--- src/common/scm_pkg.sv ---
// scm_pkg: constants, register map and state encoding of the
// start-up and configuration manager.
// assumes a 20 MHz pclk; all timing counts derive from its period.
package scm_pkg;

  // ==========================================================
  // timing
  localparam int unsigned CLK_PERIOD_NS = 50;
  localparam int unsigned INIT_TIME_NS  = 27_500_000;
  localparam int unsigned LOG_WR_NS     = 500_000;
  localparam int unsigned BBOX_WR_NS    = 4_000_000;
  localparam int unsigned RST_MIN_NS    = 1_000;
  localparam int unsigned RECOV_NS      = 2_000;
  localparam int unsigned INIT_CYC   = INIT_TIME_NS / CLK_PERIOD_NS;
  localparam int unsigned LOG_WR_CYC = LOG_WR_NS / CLK_PERIOD_NS;
  localparam int unsigned BBOX_CYC   = BBOX_WR_NS / CLK_PERIOD_NS;
  localparam int unsigned RST_MIN_CYC =
    (RST_MIN_NS + CLK_PERIOD_NS - 1) / CLK_PERIOD_NS;
  localparam int unsigned RECOV_CYC  = RECOV_NS / CLK_PERIOD_NS;

  // ==========================================================
  // strap code to slave address
  localparam logic [7:0] ADDR_LUT [0:7] = '{
    8'h11, 8'h13, 8'h17, 8'h31, 8'h33, 8'h71, 8'h73, 8'h77};

  // ==========================================================
  // register map (byte addresses)
  localparam logic [7:0] OFS_CFG_RAM = 8'h00;
  localparam logic [7:0] OFS_CMD     = 8'h04;
  localparam logic [7:0] OFS_IMAGE   = 8'h08;
  localparam logic [7:0] OFS_FLASH   = 8'h0c;
  localparam logic [7:0] OFS_STATUS  = 8'h10;
  localparam logic [7:0] OFS_LOG     = 8'h14;

  // config word fields
  localparam int unsigned CFG_EXT_REF_BIT = 0;
  localparam int unsigned CFG_VALID_BIT   = 1;
  localparam int unsigned CFG_W           = 16;
  localparam logic [15:0] CFG_RST         = 16'h0000;

  // command bits
  localparam int unsigned CMD_STORE_BIT = 0;
  localparam int unsigned CMD_IMAGE_BIT = 1;

  // status fields
  localparam int unsigned ST_CSUM_BIT  = 0;
  localparam int unsigned ST_INIT_BIT  = 1;
  localparam int unsigned ST_BO_BIT    = 2;
  localparam int unsigned ST_REF_BIT   = 3;
  localparam int unsigned ST_CFGD_BIT  = 4;
  localparam int unsigned ST_ADDR_LSB  = 8;

  // ==========================================================
  // control states
  typedef enum logic [4:0] {
    ST_RHOLD = 5'h01,
    ST_INIT  = 5'h02,
    ST_RUN   = 5'h04,
    ST_BROWN = 5'h08,
    ST_OFF   = 5'h10
  } scm_state_t;

endpackage

--- src/design/scm_top.sv ---
// scm_top: start-up, reset, brownout logging and configuration
// staging of a multi-rail sequencer, with an APB register slave.
// assumes straps, reset pin, brownout and shutdown levels are async;
// checksum results and fault events come from logic on pclk.
//
// Added by the designer: the APB slave port and the register offsets.
`timescale 1ns/1ps
module scm_top
  import scm_pkg::*;
#(
  parameter int unsigned INIT_CYC_P   = INIT_CYC,
  parameter int unsigned LOG_WR_CYC_P = LOG_WR_CYC,
  parameter int unsigned BBOX_CYC_P   = BBOX_CYC,
  parameter int unsigned LOG_N        = 8
)(
  input  wire logic             pclk,
  input  wire logic             presetn,
  input  wire logic             psel,
  input  wire logic             penable,
  input  wire logic             pwrite,
  input  wire logic [7:0]       paddr,
  input  wire logic [31:0]      pwdata,
  output logic [31:0]           prdata,
  output logic                  pready,
  output logic                  pslverr,
  input  wire logic             addr_strap_msb,
  input  wire logic             addr_strap_mid,
  input  wire logic             addr_strap_lsb,
  input  wire logic             reset_pin_n,
  input  wire logic             brownout_in,
  input  wire logic             shutdown_in,
  input  wire logic             cfg_csum_ok,
  input  wire logic [LOG_N-1:0] log_entry_ok,
  input  wire logic             fault_evt,
  output logic [7:0]            slave_addr,
  output logic                  ref_ext_sel,
  output logic                  bus_alert_n,
  output logic                  io_hiz,
  output logic                  seq_enable,
  output logic [LOG_N-1:0]      log_keep,
  output logic                  snap_save,
  output logic                  ee_wr_entry,
  output logic                  ee_wr_bbox
);

  // ==========================================================
  // parameter checks
  if (INIT_CYC_P < 2 || LOG_WR_CYC_P < 1 || BBOX_CYC_P < 1)
    $error("scm_top: timing counts too small");
  if (LOG_N < 1 || LOG_N > 16)
    $error("scm_top: LOG_N must be 1..16");

  // ==========================================================
  // state
  typedef struct packed {
    logic [2:0]        strap_s1;
    logic [2:0]        strap_s2;
    logic              rpin_s1;
    logic              rpin_s2;
    logic              bo_s1;
    logic              bo_s2;
    logic              sd_s1;
    logic              sd_s2;
    scm_state_t        st;
    logic [31:0]       cnt;
    logic [31:0]       rlow;
    logic [CFG_W-1:0]  cfg_ram;
    logic [CFG_W-1:0]  flash;
    logic [CFG_W-1:0]  image;
    logic [CFG_W-1:0]  act_cfg;
    logic [7:0]        addr;
    logic              ext_ref;
    logic              csum_err;
    logic [LOG_N-1:0]  keep;
    logic [7:0]        pending;
    logic              bbox_pend;
    logic              bbox_done;
    logic              ent1;
    logic              snap;
    logic [1:0]        wr;
    logic [31:0]       wcnt;
    logic [31:0]       rdata;
  } scm_st_t;

  scm_st_t q;
  scm_st_t d;

  logic acc;
  logic wr_acc;
  logic mapped;
  logic in_run;

  assign acc    = psel && penable;
  assign in_run = (q.st == ST_RUN);
  assign mapped = (paddr == OFS_CFG_RAM) || (paddr == OFS_CMD) ||
                  (paddr == OFS_IMAGE) || (paddr == OFS_FLASH) ||
                  (paddr == OFS_STATUS) || (paddr == OFS_LOG);
  // writes only while running: config is frozen during start-up
  assign wr_acc = acc && pwrite && mapped && in_run;

  assign pready  = 1'b1;
  assign pslverr = acc && (!mapped || (pwrite && !in_run));

  // ==========================================================
  // next state
  always_comb
  begin
    d = q;
    d.snap = 1'b0;
    d.strap_s1 = {addr_strap_msb, addr_strap_mid, addr_strap_lsb};
    d.strap_s2 = q.strap_s1;
    d.rpin_s1  = reset_pin_n;
    d.rpin_s2  = q.rpin_s1;
    d.bo_s1    = brownout_in;
    d.bo_s2    = q.bo_s1;
    d.sd_s1    = shutdown_in;
    d.sd_s2    = q.sd_s1;

    // fault capture only while running normally
    if (in_run && fault_evt)
    begin
      if (q.pending != 8'hff)
        d.pending = q.pending + 8'h01;
      if (!q.bbox_done)
      begin
        d.bbox_done = 1'b1;
        d.bbox_pend = 1'b1;
        d.snap      = 1'b1;
        d.ent1      = 1'b0;
      end
    end

    // eeprom commit engine: entry first, then snapshot, then rest
    if (q.st == ST_RUN || q.st == ST_BROWN)
    begin
      if (q.wr != 2'd0)
      begin
        if (q.wcnt <= 32'd1)
        begin
          d.wr = 2'd0;
          if (q.wr == 2'd1)
          begin
            d.pending = d.pending - 8'h01;
            d.ent1    = 1'b1;
          end
          else
            d.bbox_pend = 1'b0;
        end
        else
          d.wcnt = q.wcnt - 32'd1;
      end
      else if (q.bbox_pend && (q.ent1 || q.pending == 8'h00))
      begin
        d.wr   = 2'd2;
        d.wcnt = BBOX_CYC_P;
      end
      else if (q.pending != 8'h00)
      begin
        d.wr   = 2'd1;
        d.wcnt = LOG_WR_CYC_P;
      end
    end

    case (q.st)
      ST_RHOLD:
      begin
        if (q.rpin_s2)
        begin
          if (q.cnt + 32'd1 >= RECOV_CYC)
          begin
            d.st  = ST_INIT;
            d.cnt = INIT_CYC_P - 32'd1;
            // straps and reference bit caught once here
            d.addr    = ADDR_LUT[q.strap_s2];
            d.ext_ref = q.flash[CFG_EXT_REF_BIT];
            d.act_cfg = q.flash;
          end
          else
            d.cnt = q.cnt + 32'd1;
        end
        else
          d.cnt = 32'd0;
      end
      ST_INIT:
      begin
        if (q.cnt == INIT_CYC_P - 32'd1)
        begin
          d.keep = log_entry_ok;
          if (!cfg_csum_ok)
          begin
            d.flash    = CFG_RST;
            d.act_cfg  = CFG_RST;
            d.ext_ref  = 1'b0;
            d.csum_err = 1'b1;
          end
        end
        if (q.cnt == 32'd0)
          d.st = ST_RUN;
        else
          d.cnt = q.cnt - 32'd1;
      end
      ST_RUN:
      begin
        if (q.bo_s2)
          d.st = ST_BROWN;
      end
      ST_BROWN:
      begin
        if (q.sd_s2)
        begin
          d.st        = ST_OFF;
          d.pending   = 8'h00;
          d.bbox_pend = 1'b0;
          d.wr        = 2'd0;
        end
      end
      ST_OFF:
      begin
        d.pending = 8'h00;
      end
      default:
      begin
        d.st = ST_RHOLD;
      end
    endcase

    // reset pin held low long enough forces a full restart
    if (!q.rpin_s2)
    begin
      if (q.rlow + 32'd1 >= RST_MIN_CYC)
      begin
        d.st        = ST_RHOLD;
        d.cnt       = 32'd0;
        d.pending   = 8'h00;
        d.bbox_pend = 1'b0;
        d.wr        = 2'd0;
      end
      else
        d.rlow = q.rlow + 32'd1;
    end
    else
      d.rlow = 32'd0;

    // register writes: staging only, flash via commands
    if (wr_acc)
    begin
      case (paddr)
        OFS_CFG_RAM: d.cfg_ram = pwdata[CFG_W-1:0];
        OFS_IMAGE:   d.image   = pwdata[CFG_W-1:0];
        OFS_CMD:
        begin
          if (pwdata[CMD_STORE_BIT])
            d.flash = q.cfg_ram;
          else if (pwdata[CMD_IMAGE_BIT])
            d.flash = q.image;
        end
        OFS_STATUS:
        begin
          // no clash with set: clear only applies in run, set only in init
          if (pwdata[ST_CSUM_BIT])
            d.csum_err = 1'b0;
        end
        default: d.cnt = d.cnt;
      endcase
    end

    // read data captured in setup phase
    d.rdata = 32'h0000_0000;
    if (psel && !penable)
    begin
      case (paddr)
        OFS_CFG_RAM: d.rdata[CFG_W-1:0] = q.cfg_ram;
        OFS_IMAGE:   d.rdata[CFG_W-1:0] = q.image;
        OFS_FLASH:   d.rdata[CFG_W-1:0] = q.flash;
        OFS_STATUS:
        begin
          d.rdata[ST_CSUM_BIT] = q.csum_err;
          d.rdata[ST_INIT_BIT] = (q.st == ST_INIT);
          d.rdata[ST_BO_BIT]   = (q.st == ST_BROWN);
          d.rdata[ST_REF_BIT]  = q.ext_ref;
          d.rdata[ST_CFGD_BIT] = q.act_cfg[CFG_VALID_BIT];
          d.rdata[ST_ADDR_LSB +: 8] = q.addr;
        end
        OFS_LOG:
        begin
          d.rdata[LOG_N-1:0] = q.keep;
          d.rdata[23:16]     = q.pending;
        end
        default: d.rdata = 32'h0000_0000;
      endcase
    end
    else if (psel)
      d.rdata = q.rdata;
  end

  always_ff @(posedge pclk or negedge presetn)
  begin
    if (!presetn)
    begin
      q     <= '0;
      q.st  <= ST_RHOLD;
      q.rpin_s1 <= 1'b1;
      q.rpin_s2 <= 1'b1;
      q.addr    <= 8'h00;
    end
    else
      q <= d;
  end

  // ==========================================================
  // outputs
  assign prdata      = q.rdata;
  assign slave_addr  = q.addr;
  // analog supply reference unless the latched bit says otherwise
  assign ref_ext_sel = q.ext_ref;
  assign bus_alert_n = !q.csum_err;
  assign io_hiz      = !(q.st == ST_RUN || q.st == ST_BROWN) ||
                       !q.act_cfg[CFG_VALID_BIT];
  assign seq_enable  = in_run && q.act_cfg[CFG_VALID_BIT];
  assign log_keep    = q.keep;
  assign snap_save   = q.snap;
  assign ee_wr_entry = (q.wr == 2'd1);
  assign ee_wr_bbox  = (q.wr == 2'd2);

  // ==========================================================
  // assertions
  property p_addr_map;
    @(posedge pclk) disable iff (!presetn)
    $rose(q.st == ST_INIT) |-> q.addr == ADDR_LUT[$past(q.strap_s2)];
  endproperty
  a_addr_map: assert property (p_addr_map)
    else $error("slave address does not match strap code");

  property p_addr_hold;
    @(posedge pclk) disable iff (!presetn)
    // checksum erase may drop the reference once, in the first init
    // cycle; from then on both stay put
    (q.st != ST_RHOLD) && $past(q.st != ST_RHOLD) &&
      !$past(q.st == ST_INIT && q.cnt == INIT_CYC_P - 32'd1) |->
      $stable(slave_addr) && $stable(ref_ext_sel);
  endproperty
  a_addr_hold: assert property (p_addr_hold)
    else $error("address or reference changed outside reset");

  property p_hiz_init;
    @(posedge pclk) disable iff (!presetn)
    (q.st == ST_INIT) |-> io_hiz && !seq_enable;
  endproperty
  a_hiz_init: assert property (p_hiz_init)
    else $error("pins driven during initialization");

  property p_run_entry;
    @(posedge pclk) disable iff (!presetn)
    $rose(q.st == ST_RUN) |->
      $past(q.st) == ST_INIT && $past(q.cnt) == 32'd0;
  endproperty
  a_run_entry: assert property (p_run_entry)
    else $error("run entered without full initialization");

  property p_csum;
    @(posedge pclk) disable iff (!presetn)
    (q.st == ST_INIT) && (q.cnt == INIT_CYC_P - 32'd1) && !cfg_csum_ok
      |=> !bus_alert_n && q.flash == CFG_RST && q.csum_err;
  endproperty
  a_csum: assert property (p_csum)
    else $error("checksum failure not handled");

  property p_store;
    @(posedge pclk) disable iff (!presetn)
    wr_acc && paddr == OFS_CMD && pwdata[CMD_STORE_BIT]
      |=> q.flash == $past(q.cfg_ram);
  endproperty
  a_store: assert property (p_store)
    else $error("store-all did not copy ram to flash");

  property p_image;
    @(posedge pclk) disable iff (!presetn)
    in_run && $past(in_run) |-> $stable(q.act_cfg);
  endproperty
  a_image: assert property (p_image)
    else $error("active config changed while running");

  property p_off;
    @(posedge pclk) disable iff (!presetn)
    (q.st == ST_BROWN) && q.sd_s2 && q.rpin_s2
      |=> q.pending == 8'h00 && !ee_wr_entry && !ee_wr_bbox;
  endproperty
  a_off: assert property (p_off)
    else $error("pending faults kept past shutdown");

  property p_bo_no_new;
    @(posedge pclk) disable iff (!presetn)
    (q.st == ST_BROWN) |=> q.pending <= $past(q.pending);
  endproperty
  a_bo_no_new: assert property (p_bo_no_new)
    else $error("new fault accepted during brownout");

  property p_bbox_order;
    @(posedge pclk) disable iff (!presetn)
    $rose(ee_wr_bbox) |-> $past(q.ent1) || $past(q.pending) == 8'h00;
  endproperty
  a_bbox_order: assert property (p_bbox_order)
    else $error("snapshot written before first entry");

  property p_pin_rst;
    @(posedge pclk) disable iff (!presetn)
    !q.rpin_s2 && q.rlow + 32'd1 >= RST_MIN_CYC |=> q.st == ST_RHOLD;
  endproperty
  a_pin_rst: assert property (p_pin_rst)
    else $error("reset pin did not reset the device");

endmodule // scm_top
--- config.mk ---
export PLATFORM = sky130hd
export DESIGN_NAME = scm_top
export DESIGN_NICKNAME = d
export VERILOG_FILES = /design/src/common/scm_pkg.sv /design/src/design/scm_top.sv
export SDC_FILE = /design/constraint.sdc
export NUM_CORES = 1
export LEC_CHECK = 0
export BUFFER_PORTS_ARGS = -buffer_cell sky130_fd_sc_hd__buf_2
export CORE_UTILIZATION = 40
export CTS_BUF_LIST = sky130_fd_sc_hd__clkbuf_8
export CTS_CLUSTER_DIAMETER = 100
export DETAILED_ROUTE_END_ITERATION = 6
export SETUP_SLACK_MARGIN = 0.02
export SKIP_LAST_GASP = 1
export SYNTH_ARGS = -nofsm -noshare
export SYNTH_HDL_FRONTEND = slang
export SYNTH_SLANG_ARGS = --single-unit
--- constraint.sdc ---
create_clock -name pclk -period 2.8 [get_ports pclk]
set_input_delay 0 -clock pclk [delete_from_list [all_inputs] [get_ports pclk]]
set_output_delay 0 -clock pclk [all_outputs]
set_load 0.01 [all_outputs]
Word level (Yosys, flattened, before mapping)
Memories as Yosys holds them, arrays and structs flattened.
Index checks and enable logic that the tools add are counted.
{ "word_totals": {"regBits": 227, "rom_bits": 64, "output_inout_bits": 57, "mem_count": 1} }
{ "op_classes": {"addsub": 6, "order_cmp": 4, "eq_ne": 21, "n_mux": 69, "bitwise_logic": 1, "reduce_logical": 38} }
{ "memory_table": {"columns": ["memory", "depth", "word_bits", "read_ports", "rd_clocked_by_memory_dff", "wr", "line", "source"], "rows": [
  ["(name not given)", 8, 8, 1, 0, 0, "scm_top.sv:174", "d.addr = ADDR_LUT[q.strap_s2];"]
]} }
{ "ops": {"columns": ["op", "count"], "rows": [
  ["32-bit 2-to-1 mux", 9],
  ["34-bit 2-to-1 mux", 4],
  ["16-bit 2-to-1 mux", 7],
  ["37-bit 2-to-1 mux", 2],
  ["32-bit by 1-bit adder with 32-bit output (second input constant)", 2],
  ["32-bit one-hot mux with 2 select lines", 1],
  ["32-bit by 1-bit subtractor with 32-bit output (second input constant)", 2],
  ["9-bit 2-to-1 mux", 7],
  ["5-bit one-hot mux with 5 select lines", 2],
  ["8-bit 2-to-1 mux", 5],
  ["32-bit by 20-bit == test with 1-bit output (second input constant)", 1],
  ["32-bit by 5-bit greater-or-equal comparator with 1-bit output (second input constant)", 1],
  ["32-bit by 6-bit greater-or-equal comparator with 1-bit output (second input constant)", 1],
  ["32-bit by 1-bit <= comparator with 1-bit output (second input constant)", 1],
  ["32-bit zero test", 1],
  ["8-bit one-hot mux with 4 select lines", 1],
  ["5-bit 2-to-1 mux", 5],
  ["11-bit 2-to-1 mux", 2],
  ["8-bit by 4-bit == test with 1-bit output (second input constant)", 2],
  ["8-bit by 5-bit == test with 1-bit output (second input constant)", 2],
  ["8-bit zero test", 2],
  ["2-bit 2-to-1 mux", 8],
  ["8-bit one-hot mux with 2 select lines", 1],
  ["12-bit 2-to-1 mux", 1],
  ["other kinds (30)", 69]
]} }

Longest topological paths before layout
Gate-level depths: netlist of the first run.
{ "logic_depth": {"word_depth": 12, "depth_mapped": 13, "depth_no_buf": 12} }

Worst setup path after synthesis of the first run
No wires, ideal clock.
{ "synth_path": {"kind": "register to register", "from": "register q[228] (netlist bit)", "to": "register q[74] (netlist bit)", "arrival_ns": 2.960, "required_time_ns": 2.669, "slack_ns": -0.291, "stages_incl_launch_ff": 14, "path_buffers": 2, "path_cell_list": "dfrtp_1 clkbuf_1 nor3_1 nand3_1 clkbuf_1 nor2_1 mux2i_1 ha_1 inv_1 nor4_2 or4b_1 o21ai_0 xnor2_1 nor2_1"} }
{ "synth_lines": {"columns": ["element", "line", "source"], "rows": [
  ["start: declaration", "scm_top.sv:85", "scm_st_t q;"]
]} }

==> reports/qor.yml, run 1 <==
status:
  status: "finished, violations left"
  violations: "setup timing"
sta:
  period_needed_ps: 2840
  max_slew_margin_pct: 48.46
  finalMaxSlewViolations: 0
  min_period_over_period_pct: 101.4
  worst_pin_slew_ps: 768.9
  clock_skew_ps: 26.20
  setup_viol: 34
  hold_viol_final: 0
  setup_ws_ps: -40.08
  rsz0062_at_grt: "yes"
  fmax_mhz: 352.1
routing:
  dr.pass1.iters: 5
  wl_per_cell_um: 17.12
  antenna_left: 0
  first_iter_violations: 777
  drt_wl_total_mm: 33.57
  viasPerCell: 5.557
  via_count: 10897
  drc: 0
die:
  floorplan.initialDensity_pct: 41.09
  die_area_sq_mm: 0.03156
  fp.dieW_um: 177.6
  fp-row-count: 63
  die_h_um: 177.6
  coreArea_sq_mm: 0.03003
  io_pins: 118
global_routing:
  track_usage_pct: 21.28
  grt_pass1_vias: 10643
  grt_max_degree: 93
  antenna_found_initial: 0
  overflow: 0
  grt_pass1_wl_mm: 54.19
synthesis:
  ys.flop_type: "dfrtp_1"
  synth_edf_count: 0
  ys_seq_area_share_pct: 43.63
  synth_cells: 1312
  synth-warning-count: 0
  synth.avg_cell_area_sq_um: 9.406
  netlist_area_sq_mm: 0.01234
  async_reset_ff_share_pct: 100.0
  synth_cell_types: 88
  ys_ff_latch: 215
placement:
  numPortBuffers: 90
  placed_cells: 1835
  gp_congestion: 0.8493
  dp_hpwl_mm: 23.07
cells_and_area:
  final_cells: 1961
  antenna_cells: 0
  multi_input_area_sq_mm: 0.006635
  post-route-util_pct: 52.50
  regArea_sq_mm: 0.005388
  fillers: 2723
  nets: 1617
  syn2layout_area_growth_pct: 27.77
  drive_gt1_share_pct: 31.13
setup_path:
  critPathMaxFanout: 6
  path_class: "reg2reg"
  slowest_stage: "or4_4"
  crit_required_ps: 3270
  critical_path.top_delay_family: "simple AND/OR/NAND/NOR gates"
  setup.worst_path.end_class: "register"
  cpMostUsedCell: "or4_4"
  path_buf_inv: 1
  worst_ep_arrival_time_ps: 3310
  start_kind: "register"
  cpPeakStageDelay_ps: 550
  crit_chain: "nand3_2, or4_4, or4_4, a2111oi_4, a41o_2, and3_4, nor2_4, clkbuf_16, a311oi_2"
power_and_ir_drop:
  p_per_area_mw_per_mm2: 551.1
  max-vdd-ir-drop_v: 0.0004602
  p_leak_uw: 0.007149
clock_network:
  cts_buffer_depth: 3
  cts_buffers: 39
  clock-root-buffer: "clkbuf_8"
  insertion_delay_ps: 560
  clock-sinks: 215
  htree_levels: 2
  clkTransAtPathRegs_ps: 60
  cts_tree: "yes"
hold_path:
  hp-class: "in2reg"
run:
  maxCapViolations: 0
-- per-layer routing --
layer  part of all wire [%]  vias up  routed length, um  GRT usage [%]
li1                       -     5246                  -              -
met1                     46     5307              15320          29.12
met2                     47      285              15720          34.26
met3                    5.4       59               1820          3.642
met4                    2.1        0                718          6.481
met5                      0        -                  0              0
-- report_power, final --
group,internal [uW],total (uW),switching [uW]
Clock,1630,2960,1330
Sequential,3270,3430,161
Combinational,997,2290,1300
-- stage by stage --
step	instance area (sq um)	TNS (ps)	worst slack, ps	hold slack, ps	power (uW)
2_1_floorplan	12440	-873.4	-67.28	-295.6	4678
3_3_place_gp	13940	-1525	-66.01	83.12	5451
3_5_place_dp	13940	-4728	-145.6	73.50	5475
4_1_cts	15260	-64.71	-26.52	33.80	8590
5_1_grt	15770	-6702	-164.6	57.88	9165
6_report	15770	-433.9	-40.08	51.86	8689
-- cell usage in the layout (no fill, tap or decap), drive strengths merged, types with 6 or more instances in the layout --
cell,netlist,routed
buf,64,267
dfrtp,212,212
nand2,107,107
nor2,103,103
o21ai,76,76
a21oi,65,65
nor3,52,52
clkbuf,66,46
inv,29,45
mux2,44,44
dlygate4sd3,0,40
nand3,39,39
a22oi,36,36
nor4,35,35
and2,33,33
xnor2,29,29
nand4,26,26
mux2i,24,24
and3,22,22
or3,18,18
or4,17,17
a22o,15,15
a31oi,15,15
ha,14,14
xor2,13,13
a211oi,12,12
conb,2,11
nand2b,10,10
or2,10,10
nor2b,9,9
and4,8,8
a311oi,8,8
a222oi,7,7
nor3b,7,7
a221oi,6,6
-- cell type report --
cell class                 instances  area share, %
multi-input combinational        947          42.08
sequential                       215          34.17
timing repair buffer             310          15.04
clock buffer                      44          3.841
tap                              390          3.095
clock inverter                    26          1.087
inverter                          29         0.6904
-- flip-flops by register name, summed over array words and instances (netlist names) --
register / flops
snap_save: 1
ref_ext_sel: 1
prdata: 24
d: 6
log_keep: 8
q: 170
slave_addr: 5
-- worst register-to-register path, stage by stage, from the launching register on --
cell	delay, ps
dfrtp_1	360
nand3_2	100
or4_4	550
or4_4	540
a2111oi_4	300
a41o_2	170
and3_4	240
nor2_4	100
clkbuf_16	210
a311oi_2	200
-- final timing paths --
check / startpoint / end / slack (ps) / cells after the start
worst max-delay path: q[170]$_DFFE_PN0P_ / q[221]$_DFF_PN0_ / -40 / 9
worst min-delay path: paddr[4] / prdata[11]$_DFFE_PN0P_ / 50 / 6
worst max register to register: q[170]$_DFFE_PN0P_ / q[221]$_DFF_PN0_ / -40 / 9
worst min register to register: d[237]$_DFF_PN0_ / q[237]$_DFF_PN0_ / 340 / 0
max in group asynchronous: presetn / q[75]$_DFF_PN0_ / 1880 / 3
min in group asynchronous: presetn / q[173]$_DFFE_PN0P_ / 60 / 2
-- kinds of logic after synthesis --
group	count (synthesis)	share of synthesized area [%]
flip-flops	215	43.63
buffers and inverters	159	6.762
AND/OR/NAND/NOR	512	21.90
other	2	0.06086
AO/OA/AOI/OAI	300	17.29
XOR/XNOR	42	2.981
multiplexers	68	5.962
adder cells (fa/ha/maj)	14	1.419
-- cell usage after synthesis (4+ instances only) --
cell | n | area share [%]
nand2_1 | 107 | 3.3
or4_1 | 15 | 0.91
a311oi_1 | 8 | 0.57
ha_1 | 14 | 1.4
nor4_1 | 33 | 1.7
a31oi_1 | 13 | 0.66
o21ai_0 | 73 | 3.0
a41oi_1 | 4 | 0.28
nor2b_1 | 9 | 0.46
o41ai_1 | 5 | 0.35
a22o_1 | 15 | 1.1
dfrtp_1 | 212 | 43
nor2_1 | 102 | 3.1
o311ai_0 | 4 | 0.28
and2_1 | 33 | 1.7
a222oi_1 | 7 | 0.57
nand3b_1 | 4 | 0.24
mux2_2 | 44 | 4.0
buf_4 | 49 | 3.0
or2_2 | 10 | 0.51
a221oi_1 | 5 | 0.35
a211oi_1 | 10 | 0.61
nor4b_1 | 4 | 0.28
a22oi_1 | 36 | 2.2
nand2b_1 | 10 | 0.51
nand4_1 | 25 | 1.3
o211ai_1 | 5 | 0.30
xnor2_1 | 29 | 2.1
mux2i_1 | 24 | 1.9
clkbuf_1 | 65 | 2.0
and3_1 | 21 | 1.1
inv_1 | 29 | 0.88
a21oi_2 | 13 | 0.92
nor3_1 | 51 | 2.1
buf_6 | 6 | 0.55
buf_2 | 6 | 0.24
xor2_1 | 13 | 0.92
and4_1 | 8 | 0.57
a21oi_1 | 52 | 2.1
nor3b_1 | 7 | 0.43
or3_1 | 18 | 0.91
nand3_1 | 37 | 1.5
-- repair_timing --
item / in CTS / in global routing
resized for setup: 22 / 81
endpoints found under the setup margin: 74 / 103
setup buffers: 5 / 7
hold buffers: 40 / 0
endpoints found under the hold margin: 175 / 0
pin swaps: 5 / 26
cloned: 0 / 4
No activity file was read; power rests on OpenSTA's default activity.
==> run 2: changes to the inputs <==
- CORE_UTILIZATION: 40 -> 55
- PLACE_DENSITY: unset -> 0.78
==> run 2 against run 1 <==
  * The run still ends with setup timing left
  * Count of clock-buffer cells in the layout increased by 2
  * Clock skew increased by 3.2 ps
  * Sequential power about the same
  * Global-route usage rose by 9.0 points
  * Combinational power rose by 3%
  * Critical path depth increased by 2
  * Fmax down 4.3%
  * Critical endpoint is now q[164]$_DFFE_PN0P_
==> reports/qor.yml, run 2 (synthesized netlist as in run 1, its figures left out) <==
routing:
  drt_wl_total_mm: 35.60  # +6.1%
  antenna_left: 0  # unchanged
  dr.pass1.iters: 5  # unchanged
  first_iter_violations: 958  # +23%
  drc: 0  # unchanged
  via_count: 11409  # +4.7%
  wl_per_cell_um: 19.29  # +13%
  viasPerCell: 6.180  # +11%
die:
  die_area_sq_mm: 0.02304  # -27%
  fp.dieW_um: 151.8  # -15%
  coreArea_sq_mm: 0.02189  # -27%
  fp-row-count: 54  # -14%
  floorplan.initialDensity_pct: 56.37  # +15 points
  die_h_um: 151.8  # -15%
  io_pins: 118  # unchanged
power_and_ir_drop:
  p_switching_uw: 2888  # +3.5%
  clkPwrFrac_pct: 35.0  # +0.9 points
  p_sw_share_pct: 32.32  # +0.19 points
  p_comb_share_pct: 26.5  # about the same
  seqPwrFrac_pct: 38.5  # -1.0 points
  p_int_uw: 6048  # +2.5%
  p_per_area_mw_per_mm2: 567.8  # +3.0%
  p_leak_uw: 0.007198  # +0.69%
  max-vdd-ir-drop_v: 0.0003967  # -14%
setup_path:
  path_class: "reg2reg"
  cpPeakStageDelay_ps: 560  # about the same
  worst_ep_arrival_time_ps: 3440  # +130 ps
  critPathMaxFanout: 5  # -1
  start_kind: "register"
  setup.worst_path.end_class: "register"
  cpMostUsedCell: "buf_4"
  crit_chain: "nand3_2, or4_4, buf_4, nor4_2, nor3_2, a2111oi_4, buf_4, buf_4, nand3_1, or3_1, a21oi_1"
  path_buf_inv: 3  # +2
  slowest_stage: "or4_4"
  critical_path.top_delay_family: "simple AND/OR/NAND/NOR gates"
  crit_required_ps: 3270  # about the same
sta:
  finalMaxSlewViolations: 0  # unchanged
  period_needed_ps: 2967  # +127.0 ps
  setup_ws_ps: -167.0  # -127.0 ps
  max_slew_margin_pct: 50.06  # +1.6 points
  worst_pin_slew_ps: 749.2  # -19.72 ps
  clock_skew_ps: 29.44  # +3.241 ps
  min_period_over_period_pct: 106.0  # +4.5 points
  setup_viol: 53  # +56%
  fmax_mhz: 337.0  # -4.3%
  hold_viol_final: 0  # unchanged
  rsz0062_at_grt: "yes"
cells_and_area:
  syn2layout_area_growth_pct: 27.53
  nets: 1616  # -0.062%
  layout_common_cells: "210 x dfrtp_1, 157 x buf_4, 105 x nand2_1, 96 x nor2_1, 89 x buf_2"
  finalInstanceArea_sq_mm: 0.01574  # -0.19%
  final_common_cell: "dfrtp_1"
  drive_gt1_share_pct: 31.80  # +0.67 points
  largest_register_ffs: 170  # unchanged
  largest-register: "q"
  antenna_cells: 0  # unchanged
  post-route-util_pct: 71.89  # +19 points
clock_network:
  clock-sinks: 215  # unchanged
  cts_buffers: 38  # -2.6%
  cts_tree: "yes"
  insertion_delay_ps: 550  # about the same
  cts_buffer_depth: 3  # unchanged
  clkTransAtPathRegs_ps: 70  # about the same
  htree_levels: 2  # unchanged
  clock-root-buffer: "clkbuf_8"
hold_path:
  hp-class: "in2async"
placement:
  dp_hpwl_mm: 22.96  # -0.48%
  gp_congestion: 0.9454  # +11%
  placed_area_sq_mm: 0.01374  # -1.5%
  numPortBuffers: 90  # unchanged
global_routing:
  track_usage_pct: 30.23  # +9.0 points
  grt_pass1_vias: 11131  # +4.6%
  grt_pass1_wl_mm: 55.17  # +1.8%
  overflow: 0  # unchanged
  grt_max_degree: 99  # +6.5%
  antenna_found_initial: 0  # unchanged
status:
  status: "finished, violations left"
  violations: "setup timing"
run:
  maxCapViolations: 0  # unchanged
run 2: cell types whose count changed in the layout (fill, tap and decap cells not counted), sizes merged:
cell / change
bufinv: +1
inv: -8
clkinv: +2
clkinvlp: -2
clkbuf: +2
run 2: power by group through the flow:
stage	registers (uW)	logic (uW)	clock network, uW
after floorplan	3410	1270	0
final	3440	2370	3130
after global routing	3460	2560	3310
after CTS	3420	2150	3150
after detailed placement	3480	1980	0
after global placement	3480	1940	0
run 2: stage by stage:
stage	cells	power (uW)	worst slack, ps	hold WS [ps]	TNS [ps]
after floorplan	1321	4678	-67.28	-295.6	-873.4
after global placement	1713	5419	-97.73	75.27	-277.5
after detailed placement	1713	5458	-140.5	81.24	-2882
after CTS	1832	8727	-17.19	81.62	-28.54
after global routing	1846	9324	-247.3	95.35	-9045
final	1846	8936	-167.0	86.77	-2717
run 2: layout make-up:
cell class                 count  area [sq um]
multi-input combinational    947          6695
clock inverter                19         172.7
inverter                      29         108.9
clock buffer                  46         633.1
tap                          280         350.3
sequential                   215          5386
fill                        1535          6153
timing repair buffer         310          2391
run 2: layer usage:
metal  track usage, %  routed length (um)  part of all wire [%]
met5                0                   0                     0
met4            13.96                1354                   3.8
met3            5.539                2363                   6.6
met2            49.09               17270                    49
met1            39.16               14610                    41
run 2: repair_timing:
| action | 4_1_cts | 5_1_grt |
|---|---|---|
| pin swaps | 14 | 36 |
| cloned | 2 | 3 |
| hold endpoints to repair | 172 | 0 |
| endpoints found under the setup margin | 79 | 101 |
| buffers inserted | 12 | 12 |
| hold buffers | 40 | 0 |
| resized for setup | 24 | 92 |
run 2: final timing paths:
kind,slack (ps),end,startpoint,depth (start not counted)
setup / recovery,-170,q[164]$_DFFE_PN0P_,q[174]$_DFFE_PN0P_,11
hold / removal,90,q[173]$_DFFE_PN0P_,presetn,2
setup reg to reg,-170,q[164]$_DFFE_PN0P_,q[174]$_DFFE_PN0P_,11
hold reg to reg,350,q[237]$_DFF_PN0_,d[237]$_DFF_PN0_,0
max in group asynchronous,1890,q[224]$_DFF_PN1_,presetn,3
min in group pclk,100,d[233]$_DFF_PN1_,reset_pin_n,2
